`src/hw/cpwd_pkg.sv`:
```
// package of constants and types for the supervision watchdog block
package cpwd_pkg;
    // ------------------------------------------------------------
    // register map (printed offsets are indices; byte address = 4 * index)
    // ------------------------------------------------------------
    localparam int          ADDR_W          = 8;
    localparam logic [7:0]  KEY_IDX         = 8'h1D;
    localparam logic [7:0]  STAT_IDX        = 8'h1E;
    localparam logic [7:0]  KEY_FIRST       = 8'h55;
    localparam logic [7:0]  KEY_SECOND      = 8'hAA;
    localparam int          FLAG_BIT        = 0;
    localparam int          ONE_BIT         = 1;
    localparam logic [7:0]  STAT_FIXED      = 8'h02;
    localparam logic [31:0] RESET_WORD      = 32'h0000_0000;
    // ------------------------------------------------------------
    // timing
    // ------------------------------------------------------------
    localparam int          WD_STAGES       = 21;
    localparam int          START_W         = 12;
    localparam logic [11:0] STARTUP_CYCLES  = 12'hFE0;
    localparam logic [11:0] SHORT_CYCLES    = 12'h060;
    localparam int          CLK_PERIOD_NS   = 10;
    localparam int          SLOW_PERIOD_NS  = 5000;
    localparam int          SLOW_CYCLES     = SLOW_PERIOD_NS / CLK_PERIOD_NS;
    // ------------------------------------------------------------
    // sequencing states
    // ------------------------------------------------------------
    typedef enum logic [1:0] {
        CPWD_RUN,
        CPWD_HOLD,
        CPWD_STOP,
        CPWD_WAKE
    } cpwd_state_t;
endpackage

```
`src/hw/cpwd_top.sv`:
```
// supervision system: watchdog, slow-clock detector, stop control, apb registers
// Behaviour
// - watchdog is a free 21-stage counter on oscillator edges, 2,097,152 edges
// - terminal count forces a supervision reset using the supervision vector
// - writing $55 then $AA to the restart key register clears the counter
// - no limit on time between the two key writes
// - overflow sets overflow_flag, bit 0 of the status register
// - any restart-key write with bit 0 zero clears overflow_flag
// - only power-on reset clears the flag; pin and slow resets keep it
// - status reads zeros in bits 7..2, one in bit 1, flag in bit 0
// - watchdog cannot be disabled; pin reset returns counter to zero
// - timeout scales inversely with oscillator rate, about 210ms at 10 MHz
// - each oscillator rising edge restarts slow timer; its limit forces reset
// - supervision reset acts as a full reset but selects the supervision vector
// - after supervision reset hold 4064 clocks, slow detection inhibited
// - detector not disableable; pin reset holds it until start-up and pin high
// - stop mode inhibits watchdog and slow-clock detector
// - stop ends only on interrupt low, receive falling edge, pin reset or power-on
// - after stop wait 4064 cycles, or 96 when short wake delay is set
//
// Register access over APB was decided locally.
`timescale 1ns/1ps
module cpwd_top
    import cpwd_pkg::*;
#(
    parameter int SLOW_LIMIT = SLOW_CYCLES,
    parameter int WD_BITS    = WD_STAGES
) (
    input  wire logic                    pclk,
    input  wire logic                    presetn,
    input  wire logic                    psel,
    input  wire logic                    penable,
    input  wire logic                    pwrite,
    input  wire logic [cpwd_pkg::ADDR_W-1:0] paddr,
    input  wire logic [31:0]             pwdata,
    output logic [31:0]                  prdata,
    output logic                         pready,
    output logic                         pslverr,
    input  wire logic                    oscillator_input,
    input  wire logic                    reset_pin_n,
    input  wire logic                    irq_n,
    input  wire logic                    bus_receive_input,
    input  wire logic                    stop_req,
    input  wire logic                    short_wake_delay,
    output logic                         core_reset,
    output logic                         core_stall,
    output logic                         supervision_vector,
    output logic                         supervision_event
);
    import cpwd_pkg::*;

    // ------------------------------------------------------------
    // helpers
    // ------------------------------------------------------------
    function automatic logic hits(input logic [ADDR_W-1:0] a, input logic [7:0] idx);
        hits = (a == ADDR_W'({idx, 2'b00}));
    endfunction

    cpwd_state_t            state_reg;
    cpwd_state_t            state_next;
    logic [WD_BITS-1:0]     wd_cnt_reg;
    logic [15:0]            slow_cnt_reg;
    logic                   overflow_flag_reg;
    logic                   key_armed_reg;
    logic                   osc_prev_reg;
    logic                   rx_prev_reg;
    logic [31:0]            prdata_reg;
    logic                   pready_reg;
    logic                   pslverr_reg;
    logic                   core_reset_reg;
    logic                   core_stall_reg;
    logic                   sup_vector_reg;
    logic                   sup_event_reg;
    logic                   short_sel_reg;
    logic                   start_done;

    // ------------------------------------------------------------
    // apb decode
    // ------------------------------------------------------------
    // access completes in the access phase with no wait state
    wire acc       = psel && penable && pready_reg;
    wire hit_key   = hits(paddr, KEY_IDX);
    wire hit_stat  = hits(paddr, STAT_IDX);
    wire mapped    = (hit_key && pwrite) || (hit_stat && !pwrite);
    wire key_wr    = acc && pwrite && hit_key;
    wire stat_rd   = acc && !pwrite && hit_stat;
    wire [7:0] key_data = pwdata[7:0];
    wire [7:0] stat_val = STAT_FIXED | {7'h00, overflow_flag_reg};

    // ------------------------------------------------------------
    // event decode
    // ------------------------------------------------------------
    wire osc_rise   = oscillator_input && !osc_prev_reg;
    wire rx_fall    = !bus_receive_input && rx_prev_reg;
    wire running    = (state_reg == CPWD_RUN);
    wire wd_term    = running && osc_rise && (&wd_cnt_reg);
    wire slow_trip  = running && reset_pin_n && !osc_rise &&
                      (slow_cnt_reg == 16'(SLOW_LIMIT - 1));
    wire sup_reset  = wd_term || slow_trip;
    wire key_done   = key_wr && key_armed_reg && (key_data == KEY_SECOND);
    wire pin_low    = !reset_pin_n;
    wire wake       = !irq_n || rx_fall;
    wire start_clr  = sup_reset || pin_low || (state_reg == CPWD_STOP);
    wire [START_W-1:0] start_tgt = short_sel_reg ? SHORT_CYCLES : STARTUP_CYCLES;

    // ------------------------------------------------------------
    // start-up delay timer
    // ------------------------------------------------------------
    cpwd_startup_timer #(
        .W(START_W)
    ) u_start (
        .clk     (pclk),
        .rst_n   (presetn),
        .restart (start_clr),
        .tick    (osc_rise),
        .target  (start_tgt),
        .done    (start_done)
    );

    // ------------------------------------------------------------
    // state sequencing
    // ------------------------------------------------------------
    // pin reset outranks all; supervision reset re-enters hold
    always_comb begin
        state_next = state_reg;
        case (state_reg)
            CPWD_RUN: begin
                if (sup_reset) begin
                    state_next = CPWD_HOLD;
                end else if (stop_req) begin
                    state_next = CPWD_STOP;
                end
            end
            CPWD_HOLD: begin
                if (start_done && !pin_low) begin
                    state_next = CPWD_RUN;
                end
            end
            CPWD_STOP: begin
                if (wake) begin
                    state_next = CPWD_WAKE;
                end
            end
            CPWD_WAKE: begin
                if (start_done) begin
                    state_next = CPWD_RUN;
                end
            end
            default: begin
                state_next = CPWD_HOLD;
            end
        endcase
        if (pin_low) begin
            state_next = CPWD_HOLD;
        end
    end

    // power-on starts in hold so the start-up delay is seen
    always_ff @(posedge pclk or negedge presetn) begin
        if (!presetn) begin
            state_reg <= CPWD_HOLD;
        end else begin
            state_reg <= state_next;
        end
    end

    // the delay length is chosen on the way into stop
    always_ff @(posedge pclk or negedge presetn) begin
        if (!presetn) begin
            short_sel_reg <= 1'b0;
        end else if (state_next == CPWD_HOLD) begin
            short_sel_reg <= 1'b0;
        end else if (running && stop_req) begin
            short_sel_reg <= short_wake_delay;
        end
    end

    // ------------------------------------------------------------
    // input edge history
    // ------------------------------------------------------------
    always_ff @(posedge pclk or negedge presetn) begin
        if (!presetn) begin
            osc_prev_reg <= 1'b0;
            rx_prev_reg  <= 1'b1;
        end else begin
            osc_prev_reg <= oscillator_input;
            rx_prev_reg  <= bus_receive_input;
        end
    end

    // ------------------------------------------------------------
    // watchdog counter
    // ------------------------------------------------------------
    // no enable bit exists; only run state lets it count
    always_ff @(posedge pclk or negedge presetn) begin
        if (!presetn) begin
            wd_cnt_reg <= '0;
        end else if (state_reg == CPWD_HOLD || sup_reset || key_done) begin
            wd_cnt_reg <= '0;
        end else if (running && osc_rise) begin
            wd_cnt_reg <= wd_cnt_reg + 1'b1;
        end
    end

    // key sequence: $55 arms, $AA completes, anything else disarms
    always_ff @(posedge pclk or negedge presetn) begin
        if (!presetn) begin
            key_armed_reg <= 1'b0;
        end else if (state_reg == CPWD_HOLD) begin
            key_armed_reg <= 1'b0;
        end else if (key_wr) begin
            key_armed_reg <= (key_data == KEY_FIRST);
        end
    end

    // ------------------------------------------------------------
    // slow-clock detector
    // ------------------------------------------------------------
    // cleared by every oscillator rising edge and outside run state
    always_ff @(posedge pclk or negedge presetn) begin
        if (!presetn) begin
            slow_cnt_reg <= '0;
        end else if (!running || osc_rise || slow_trip || pin_low) begin
            slow_cnt_reg <= '0;
        end else begin
            slow_cnt_reg <= slow_cnt_reg + 1'b1;
        end
    end

    // ------------------------------------------------------------
    // overflow flag
    // ------------------------------------------------------------
    // only presetn clears it as power-on; set beats a same-cycle clear
    always_ff @(posedge pclk or negedge presetn) begin
        if (!presetn) begin
            overflow_flag_reg <= 1'b0;
        end else if (wd_term) begin
            overflow_flag_reg <= 1'b1;
        end else if (key_wr && !key_data[FLAG_BIT]) begin
            overflow_flag_reg <= 1'b0;
        end
    end

    // ------------------------------------------------------------
    // apb slave
    // ------------------------------------------------------------
    always_ff @(posedge pclk or negedge presetn) begin
        if (!presetn) begin
            pready_reg  <= 1'b0;
            pslverr_reg <= 1'b0;
            prdata_reg  <= RESET_WORD;
        end else begin
            pready_reg  <= psel && !penable;
            pslverr_reg <= psel && !penable && !mapped;
            prdata_reg  <= (psel && !penable && !pwrite && hit_stat) ?
                           {24'h000000, stat_val} : RESET_WORD;
        end
    end

    // ------------------------------------------------------------
    // reset and stall outputs
    // ------------------------------------------------------------
    // vector choice persists until a pin reset selects the normal one
    always_ff @(posedge pclk or negedge presetn) begin
        if (!presetn) begin
            core_reset_reg <= 1'b1;
            core_stall_reg <= 1'b0;
            sup_vector_reg <= 1'b0;
            sup_event_reg  <= 1'b0;
        end else begin
            core_reset_reg <= (state_next == CPWD_HOLD);
            core_stall_reg <= (state_next == CPWD_STOP) || (state_next == CPWD_WAKE);
            sup_event_reg  <= sup_reset && !pin_low;
            if (pin_low) begin
                sup_vector_reg <= 1'b0;
            end else if (sup_reset) begin
                sup_vector_reg <= 1'b1;
            end
        end
    end

    assign prdata             = prdata_reg;
    assign pready             = pready_reg;
    assign pslverr            = pslverr_reg;
    assign core_reset         = core_reset_reg;
    assign core_stall         = core_stall_reg;
    assign supervision_vector = sup_vector_reg;
    assign supervision_event  = sup_event_reg;

    // ------------------------------------------------------------
    // checks
    // ------------------------------------------------------------
    chk_flag_set: assert property (@(posedge pclk) disable iff (!presetn)
        wd_term |=> overflow_flag_reg && core_reset_reg)
        else $error("overflow did not set flag and reset");

    chk_key_restart: assert property (@(posedge pclk) disable iff (!presetn)
        key_done |=> (wd_cnt_reg == '0) && !key_armed_reg)
        else $error("key pair did not clear watchdog");

    chk_flag_clear: assert property (@(posedge pclk) disable iff (!presetn)
        (key_wr && !key_data[FLAG_BIT] && !wd_term) |=> !overflow_flag_reg)
        else $error("even key write left flag set");

    chk_status_read: assert property (@(posedge pclk) disable iff (!presetn)
        (psel && !penable && !pwrite && hit_stat) |=>
            (prdata[7:1] == 7'h01) && (prdata[0] == $past(overflow_flag_reg)) && pready)
        else $error("status read value wrong");

    chk_slow_reset: assert property (@(posedge pclk) disable iff (!presetn)
        slow_trip |=> core_reset_reg && supervision_event ##1 !supervision_event)
        else $error("slow clock did not force reset");

    chk_stop_inhibit: assert property (@(posedge pclk) disable iff (!presetn)
        (state_reg == CPWD_STOP) |=> $stable(wd_cnt_reg) && (slow_cnt_reg == '0))
        else $error("counting while stopped");

    chk_stop_hold: assert property (@(posedge pclk) disable iff (!presetn)
        (state_reg == CPWD_STOP && irq_n && !rx_fall && reset_pin_n) |=> core_stall)
        else $error("left stop without wake source");

    chk_pin_hold: assert property (@(posedge pclk) disable iff (!presetn)
        pin_low |=> core_reset && !supervision_vector && (slow_cnt_reg == '0))
        else $error("pin reset not held");

    chk_key_abandon: assert property (@(posedge pclk) disable iff (!presetn)
        (key_wr && key_data != KEY_FIRST && state_reg != CPWD_HOLD) |=> !key_armed_reg)
        else $error("key sequence not abandoned");

    chk_hold_inhibit: assert property (@(posedge pclk) disable iff (!presetn)
        (state_reg == CPWD_HOLD && !start_done) |=>
            core_reset && (slow_cnt_reg == '0) && !supervision_event)
        else $error("supervision reset during start-up");
endmodule

```
`src/hw/cpwd_startup_timer.sv`:
```
// start-up delay counter, counts oscillator edges up to a target
`timescale 1ns/1ps
module cpwd_startup_timer #(
    parameter int W = 12
) (
    input  wire logic         clk,
    input  wire logic         rst_n,
    input  wire logic         restart,
    input  wire logic         tick,
    input  wire logic [W-1:0] target,
    output logic              done
);
    logic [W-1:0] cnt_reg;
    logic         done_reg;
    wire          reached = (cnt_reg == target);

    // ------------------------------------------------------------
    // counter
    // ------------------------------------------------------------
    // restart wins over counting; done holds once reached
    always_ff @(posedge clk or negedge rst_n) begin
        if (!rst_n) begin
            cnt_reg  <= '0;
            done_reg <= 1'b0;
        end else if (restart) begin
            cnt_reg  <= '0;
            done_reg <= 1'b0;
        end else begin
            if (tick && !reached) begin
                cnt_reg <= cnt_reg + 1'b1;
            end
            done_reg <= reached;
        end
    end

    assign done = done_reg;
endmodule

```
`config.mk`:
```
export PLATFORM = sky130hd
export DESIGN_NAME = cpwd_top
export DESIGN_NICKNAME = d
export VERILOG_FILES = /design/src/hw/cpwd_pkg.sv /design/src/hw/cpwd_top.sv /design/src/hw/cpwd_startup_timer.sv
export SDC_FILE = /design/constraint.sdc
export NUM_CORES = 1
export LEC_CHECK = 0
export BUFFER_PORTS_ARGS = -buffer_cell sky130_fd_sc_hd__buf_2
export CAP_MARGIN = 20
export CORE_ASPECT_RATIO = 1.25
export CORE_MARGIN = 10
export CORE_UTILIZATION = 50
export CTS_BUF_LIST = sky130_fd_sc_hd__clkbuf_4
export DETAILED_ROUTE_END_ITERATION = 16
export PLACE_DENSITY = 0.86
export SETUP_SLACK_MARGIN = 0.3
export SLEW_MARGIN = 15
export SYNTH_ARGS = -nofsm -noshare
export SYNTH_HDL_FRONTEND = slang
export SYNTH_HIERARCHICAL = 1
export SYNTH_SLANG_ARGS = --single-unit
export TNS_END_PERCENT = 1
```
`constraint.sdc`:
```
create_clock -name pclk -period 6.05 [get_ports pclk]
set_input_delay 0.9075 -clock pclk [delete_from_list [all_inputs] [get_ports pclk]]
set_output_delay 0.9075 -clock pclk [all_outputs]
set_load 0.005 [all_outputs]
```
-- Yosys cells after proc, flatten, opt, wreduce, memory -nomap -nowiden
Cells that the tools add are included.
W data, S select, Z words.
- memories kept: 0
- latch bits: 0
- bits of input ports: 51
- register bits after elaboration: 65
- output and inout port bits: 38
- bits in writable memories: 0
- memory bits (read-only): 0
- word-level logic and storage cells: 109
- muxes and demuxes: 23
- divide/modulo/power cells: 0
- $add $sub $neg: 3
- multiply operators: 0
- shifts and indexed selects: 0
- $lt $le $gt $ge: 0
- equality and inequality tests: 13
- reduce and logical (&&, ||, !) cells: 53
- bitwise gates (word level): 0
- operators by type and width (cell ; number):
    $mux W21 ; 2
    $mux W12 ; 3
    $eq A8 B7 Y1 const B ; 3
    $logic_and A1 B1 Y1 ; 24
    $add A21 B1 Y21 const B ; 1
    $reduce_and A21 Y1 ; 1
    $add A16 B1 Y16 const B ; 1
    $eq A16 B9 Y1 const B ; 1
    $mux W16 ; 1
    $mux W2 ; 7
    $add A12 B1 Y12 const B ; 1
    $eq A12 B12 Y1 ; 1
    $logic_not A1 Y1 ; 11
    $logic_or A1 B1 Y1 ; 11
    $reduce_bool A2 Y1 ; 5
    $mux W1 ; 9
    $eq A2 B2 Y1 const B ; 4
    $eq A8 B8 Y1 const B ; 1
    $pmux W2 S4 ; 1
    $eq A2 B1 Y1 const B ; 2
    $logic_not A2 Y1 ; 1
    $ne A2 B1 Y1 const B ; 1

-- Logic depth before layout (Yosys ltp)
Gate-level depths: netlist (run 1).
- depth in word-level cells: 11
- gate-level depth with buffers: 7
- depth with buffers taken out: 7

-- By module
Netlist (run 1), hierarchy kept.
- by module, submodules not included (module ; instances ; area an instance (um^2) ; seq. area each (um^2) ; cells an instance):
    cpwd_top ; 1 ; 2877.8 ; 1305.0 ; 292
    cpwd_startup_timer ; 1 ; 788.3 ; 325.3 ; 86

-- Worst setup path after synthesis (run 1)
Ideal clock, no wire load.
- path kind: input port to flip-flop
- from: in oscillator_input
- to: reg u_start.cnt_reg[10]
- path buffers: 1
- data arrival time: 2.296 ns
- library setup time: 0.136 ns
- cell stages on the path: 6
- slack: 3.618 ns
- required time: 5.914 ns
- cells stage by stage: nor2b_1 or4b_1 o32a_4 nand3_1 clkbuf_1 a21oi_1
- word-level cells in the longest chain between the ends: 8
- elaborated cells on any way between the ends: 12
- those cells by class: mux (1); reduce/logical (11)
- ends and longest elaborated chain (element ; line ; RTL):
    start, declared ; cpwd_top.sv:39 ; input wire logic oscillator_input,
    $logic_and A1 B1 Y1 (*) ; cpwd_top.sv:93 ; wire osc_rise = oscillator_input && !osc_prev_reg;
    $logic_not A1 Y1 ; cpwd_top.sv:97 ; wire slow_trip = running && reset_pin_n && !osc_rise &&
    $logic_and A1 B1 Y1 (2 in a row) ; cpwd_top.sv:97 ;
    $logic_or A1 B1 Y1 (*) ; cpwd_top.sv:99 ; wire sup_reset = wd_term || slow_trip;
    $logic_or A1 B1 Y1 (*) (2 in a row) ; cpwd_top.sv:103 ; wire start_clr = sup_reset || pin_low || (state_reg == CPWD_STOP);
    net start_clr ; cpwd_top.sv:103 ;
    $mux W12 or $reduce_bool A2 Y1 (tied branches) ; -- ;
    end signal, assigned ; cpwd_startup_timer.sv:30 ; cnt_reg <= cnt_reg + 1'b1;
    end, declared ; cpwd_startup_timer.sv:13 ; logic [W-1:0] cnt_reg;
Mark *: on every way through the listed nets, which the timed path passes. The rest lies on a longest branch.
A chain may end at the register's enable or synchronous reset.

-- Worst setup path after layout (run 1)
- from: reg state_reg[1]
- to: reg u_start.cnt_reg[0]
- word-level cells in the longest chain between the ends: 8
- elaborated cells on any way between the ends: 12
- those cells by class: eq/ne (1); mux (1); reduce/logical (10)
- ends and longest elaborated chain (element ; line ; RTL):
    start, declared ; cpwd_top.sv:59 ; cpwd_state_t state_reg;
    start signal, assigned ; cpwd_top.sv:163 ; state_reg <= state_next;
    $logic_not A2 Y1 ; cpwd_top.sv:95 ; wire running = (state_reg == CPWD_RUN);
    $logic_and A1 B1 Y1 (3 in a row) ; cpwd_top.sv:97 ;
    $logic_or A1 B1 Y1 ; cpwd_top.sv:99 ;
    $logic_or A1 B1 Y1 ; cpwd_top.sv:103 ;
    $logic_or A1 B1 Y1 (*) ; cpwd_top.sv:103 ;
    net start_clr ; cpwd_top.sv:103 ;
    $mux W12 or $reduce_bool A2 Y1 (tied branches) ; -- ;
Marks and branches as above.

==> results.cfg, run 1 <==
[setup_path]
cp-start-kind = flop
cpPeakStageDelay_ps = 740
endpoint_kind = flop
critPathArrivalTime_ps = 3330
path_cells = nor4b_4, nand4_2, o32a_4, nand3_1, nor2b_1, mux2_1
endpoint = u_start/cnt_reg[0]
crit_family = simple AND/OR/NAND/NOR gates
r2r_cells = 6
crit_start = state_reg[1]
crit_type = reg -> reg
r2r-start = state_reg[1]
cp.depth = 6
crit_buf_inv = 0
cp_max_fo = 14
cp_data_required_time_ps = 6360
regToRegEndpoint = u_start/cnt_reg[0]
critPathSlowestCell = nor4b_4
r2r_slack_ps = 3030

[sta]
maxSlewHeadroom_pct = 46.3
finalHoldViolations = 0
setup_violations = 0
fin_skew_ps = 16.1
slew_viol_final = 0
fin_crit_ps = 3020
worst_slew_pin_slew_ps = 805
post-route-period-util_pct = 49.9
rsz0062_at_grt = false
tns_ps = 0
clock.fmax_ghz = 0.331

[synth]
yosys.area_share.adder_pct = 1.02
yosys-mux-area-fraction_pct = 0.580
synth.largest_area_cell = dfrtp_1
yosysMostFrequentCell = dfrtp_1
synth_area_mm2 = 0.00367
synth_flop_cell = dfrtp_1
synth_edf_count = 0
synth_area_leaders = dfrtp_1 (42%), buf_4 (6.8%), xor2_1 (6.5%), nor2_1 (4.0%), xnor2_1 (3.8%)
synth.distinct_cells = 53
yosysSeqAreaShare_pct = 44.5
synth-seq-cells = 65
synth_compound_area_share_pct = 7.17
yosys_warnings = 6
synthSimpleGateAreaFrac_pct = 27.0
synth.avg_cell_area_um2 = 9.70
ys_async_sr_fraction_pct = 100
synth_top_family_by_area = simple AND/OR/NAND/NOR gates
synth_top_area_share_pct = 42.3
synth_xor_xnor_area_share_pct = 10.3
synthCells = 378
synth_common_cells = dfrtp_1 (62), nor2_1 (39), buf_4 (33)

[clocking]
cts_buffers = 9
cts_resized = 0
cts.sinks = 65
htree_levels = 3
cts_setup_buffers = 0
ctsLongestPathBuffers = 2
cts_tree = yes
clk_latency_ps = 430
cts-root-buf = clkbuf_4
clkTransAtPathRegs_ps = 110
ctsHoldBuffers = 0

[die]
num_rows = 34
initial_utilization_pct = 51.9
die_x_um = 96.6
die_area_mm2 = 0.0112
io_pins = 89
core-area_mm2 = 0.00706
die_y_um = 116

[routing]
drt-met1-wl_mm = 2.86
viasPerCell = 5.41
dr.pass1.iters = 4
top_layer = met4
finalWirelength_mm = 7.57
wl_per_cell_um = 14.8
wl_met3_um = 295
remaining_drc_errors = 0
ant_nets = 0
via_count = 2776
wl_met2_mm = 4.20
drtIter0Drc = 160

[layout]
drive_above_1_share_pct = 15.4
fillers = 614
largest_reg_flops = 21
post-route-util_pct = 56.2
area_growth_pct = 8.29
design_area_mm2 = 0.00397
nNetsFinal = 471

[place]
port_buffers = 34
dp_hpwl_mm = 5.37
finalWeightedCongestion = 0.810
place_area_mm2 = 0.00378

[min_path]
hp-class = reg -> reg

[global_route]
grt_pass1_wl_mm = 12.6
antenna_found_initial = 1
grt_pass1_vias = 2867
grt-ovfl-total = 0
grt_usage_pct = 14.0
grt_max_degree = 66

[power_and_ir_drop]
power_leakage_uw = 0.00172
ir_worst_vdd_mv = 0.103
powerDensity_mw_per_mm2 = 215

[outcome]
status = finished clean

[flow_run]
cap_viol_max_count = 0
## logic make-up (layout without fill, tap and decap cells)
kind of cell             after synthesis  count (layout)
AO/OA/AOI/OAI                         42              42
XOR/XNOR                              43              43
adder cells (fa/ha/maj)                3               3
buffers and inverters                 51              60
flip-flops                            65              65
multiplexers                           2               2
other                                  2              38
AND/OR/NAND/NOR                      170             170
## worst register-to-register path: cells and delay by family (launching register included)
family	cells	cell delay, ps
and+or+nand+nor	4	1580
DFF	1	550
AOI/OAI and AO/OA	1	480
muxes	1	300
## placed cells by master (no fill, tap or decap), types with 12 or more instances in the layout
master / netlist / final
nor2_1: 39 / 39
nand2_1: 23 / 23
dfrtp_1: 62 / 62
xor2_1: 27 / 27
o21ai_0: 12 / 12
buf_2: 2 / 34
nand4_1: 17 / 17
nand3_1: 15 / 15
conb_1: 2 / 37
a21oi_1: 18 / 18
xnor2_1: 16 / 16
## metal layers
layer	global-route usage, %	vias up
li1	-	1341
met1	14.4	1369
met2	25.3	50
met3	2.01	16
met4	9.61	0
met5	0	-
## worst min-delay path by stage
stage | startpoint | endpoint | slack, ps | depth (start not counted)
final | overflow_flag_reg | overflow_flag_reg | 500 | 2
after detailed placement | overflow_flag_reg | overflow_flag_reg | 480 | 2
after CTS | slow_cnt_reg[0] | slow_cnt_reg[0] | 500 | 1
after global placement | slow_cnt_reg[0] | slow_cnt_reg[0] | 470 | 1
after floorplan | overflow_flag_reg | overflow_flag_reg | 440 | 2
after global routing | overflow_flag_reg | prdata[0] | 530 | 1
## where the power goes
part | internal (µW) | leakage [µW] | switching, µW
Clock | 209 | 0.0000921 | 168
Sequential | 437 | 0.000893 | 2.00
Combinational | 12.7 | 0.000736 | 24.7
Total | 658 | 0.00172 | 194
## through the flow
| step | hold WS, ps | power [µW] | instances | setup WS [ps] |
|---|---|---|---|---|
| 6_report | 501 | 852 | 513 | 3030 |
| 5_1_grt | 531 | 883 | 513 | 2860 |
| 4_1_cts | 504 | 858 | 512 | 3030 |
| 3_5_place_dp | 478 | 484 | 496 | 2660 |
| 3_3_place_gp | 467 | 481 | 496 | 2740 |
| 2_1_floorplan | 439 | 475 | 413 | 3620 |
## layout make-up
| cell class | instances | area [µm²] | area share [%] |
|---|---|---|---|
| Sequential cell | 65 | 1630 | 41.1 |
| Inverter | 9 | 33.8 | 0.851 |
| Tap cell | 90 | 113 | 2.84 |
| Antenna cell | 1 | 2.50 | 0.0630 |
| Timing Repair Buffer | 35 | 178 | 4.48 |
| Multi-Input combinational cell | 297 | 1830 | 46.0 |
| Clock buffer | 9 | 67.6 | 1.70 |
| Clock inverter | 7 | 119 | 2.99 |
No activity file was read; power rests on OpenSTA's default activity.
==> run 2, diff against run 1 <==
Settings changed: PLACE_DENSITY 0.86 to 0.89.
Clock period 6.05 ns to 2.72 ns, I/O delays scaled along.
==> run 2 against run 1 <==
Net effect: count of clock-buffer cells in the layout rose by 3; total power rose by 100%; non-clock buffer count rose by 3; global-route usage barely moved; via count fell by 0.50%; clock power rose by 70%; sequential power rose by 120%; routed wire length fell by 1.3%; flip-flop and latch count did not move; critical path type unchanged; largest cell class unchanged; largest power group unchanged.
==> results.cfg, run 2 (synthesized netlist as in run 1, its figures left out) <==
[outcome]
status = finished clean

[die]
initial_utilization_pct = 51.9
die_x_um = 96.6
num_rows = 34
core-area_mm2 = 0.00706
die_area_mm2 = 0.0112
die_y_um = 116
io_pins = 89

[setup_path]
crit_start = state_reg[1]
critPathSlowestCell = dfrtp_1
endpoint = u_start/cnt_reg[0]
cp_data_required_time_ps = 3030
regToRegEndpoint = u_start/cnt_reg[0]
crit_type = reg -> reg
r2r-start = state_reg[1]
r2r_slack_ps = 550
cp-start-kind = flop
critPathArrivalTime_ps = 2470
path_cells = nor4b_4, nand4_2, o32a_4, nand3_1, nor2_1, mux2_1
endpoint_kind = flop
cpPeakStageDelay_ps = 540
cp_max_fo = 10
r2r_cells = 6

[power_and_ir_drop]
power_leakage_uw = 0.00173
pwr-share-clk_pct = 37.7
sw_frac_of_total_pct = 23.1
pwr-share-seq_pct = 57.3
p_int_uw = 1310
power.net_switching_uw = 393
ir_worst_vdd_mv = 0.217
powerDensity_mw_per_mm2 = 430
p_comb_share_pct = 5.0

[layout]
layout_commonest_cell = dfrtp_1
fillers = 615
nNetsFinal = 474
drive_above_1_share_pct = 15.8
area_growth_pct = 7.82
largest_reg_flops = 21
layout_common_cells = dfrtp_1 (62), nor2_1 (39), conb_1 (37)
layoutNonFillerInstCount = 516

[sta]
post-route-period-util_pct = 79.6
fin_skew_ps = 14.9
rsz0062_at_grt = false
setup_slack_ps = 555
maxSlewHeadroom_pct = 50.6
setup_violations = 0
slew_viol_final = 0
tns_ps = 0
fin_crit_ps = 2170
clock.fmax_ghz = 0.462
finalHoldViolations = 0
worst_slew_pin_slew_ps = 740

[clocking]
htree_levels = 3
cts-root-buf = clkbuf_4
cts_buffers = 9
ctsLongestPathBuffers = 2
ctsHoldBuffers = 0
cts_resized = 0
cts_tree = yes
clkTransAtPathRegs_ps = 110
clk_latency_ps = 420
cts_setup_buffers = 0
cts.sinks = 65

[global_route]
grt_usage_pct = 14.0
grt-ovfl-total = 0
grt_max_degree = 35
grt_pass1_wl_mm = 12.6
grt_pass1_vias = 2868
antenna_found_initial = 1

[place]
dp_slack_ps = 585
dp_hpwl_mm = 5.52
placed_cells = 499
finalWeightedCongestion = 0.821
port_buffers = 34

[routing]
finalWirelength_mm = 7.47
remaining_drc_errors = 0
wl_per_cell_um = 14.5
viasPerCell = 5.35
dr.pass1.iters = 4
drtIter0Drc = 178
ant_nets = 0
via_count = 2762

[min_path]
hp-class = in -> async

[flow_run]
cap_viol_max_count = 0
==> run 2: cell types whose count changed in the layout (fill, tap and decap cells not counted), sizes merged <==
cell      before  now
clkbuf         9   12
bufinv         3    1
clkinv         2    3
buf           35   38
clkinvlp       2    0
==> run 2: layer usage <==
layer | GRT usage [%] | vias to the layer above | routed length (µm) | share of wire (%)
li1 | - | 1344 | - | -
met1 | 14.9 | 1340 | 2820 | 38
met2 | 24.9 | 65 | 4140 | 55
met3 | 2.33 | 13 | 362 | 4.8
met4 | 8.83 | 0 | 152 | 2.0
met5 | 0 | - | 0 | 0
==> run 2: layout make-up <==
cell class | instances | area [µm²] | share of cell area, %
Sequential cell | 65 | 1630 | 41.2
Multi-Input combinational cell | 297 | 1830 | 46.2
Timing Repair Buffer | 38 | 213 | 5.38
Clock buffer | 12 | 90.1 | 2.28
Tap cell | 90 | 113 | 2.85
Antenna cell | 1 | 2.50 | 0.0633
Inverter | 9 | 33.8 | 0.855
Clock inverter | 4 | 43.8 | 1.11
==> run 2: power groups by stage <==
stage               registers [µW]  logic, µW  clock network (µW)
floorplan                      994       63.8                   0
global placement               994       80.9                   0
detailed placement             994       84.2                   0
CTS                            975       84.7                 652
global route                   976       97.9                 703
finish                         975       85.2                 641
==> run 2: per-stage QoR <==
step	total power, µW	hold slack [ps]	cell area [µm²]	util [%]
6_report	1700	44.5	3950	56.0
5_1_grt	1780	66.9	3950	56.0
4_1_cts	1710	58.8	3950	55.9
3_5_place_dp	1080	480	3820	54.0
3_3_place_gp	1070	466	3820	54.0
2_1_floorplan	1060	112	3800	-
==> run 2: worst min path at each step <==
stage                            startpoint              end  slack, ps  cells after the start
after floorplan                     presetn       core_stall        110                      0
after CTS                           presetn    wd_cnt_reg[4]         60                      1
after global routing      bus_receive_input      rx_prev_reg         70                      1
final                               presetn    wd_cnt_reg[4]         40                      1
after global placement      slow_cnt_reg[0]  slow_cnt_reg[0]        470                      1
after detailed placement    slow_cnt_reg[0]  slow_cnt_reg[0]        480                      1
==> run 2: worst max-delay path, delay by kind of cell, from the launching register on <==
| kind | cells | cell delay, ps |
|---|---|---|
| AND/OR/NAND/NOR | 4 | 750 |
| flip-flops | 1 | 540 |
| AO/OA/AOI/OAI | 1 | 450 |
| multiplexers | 1 | 290 |
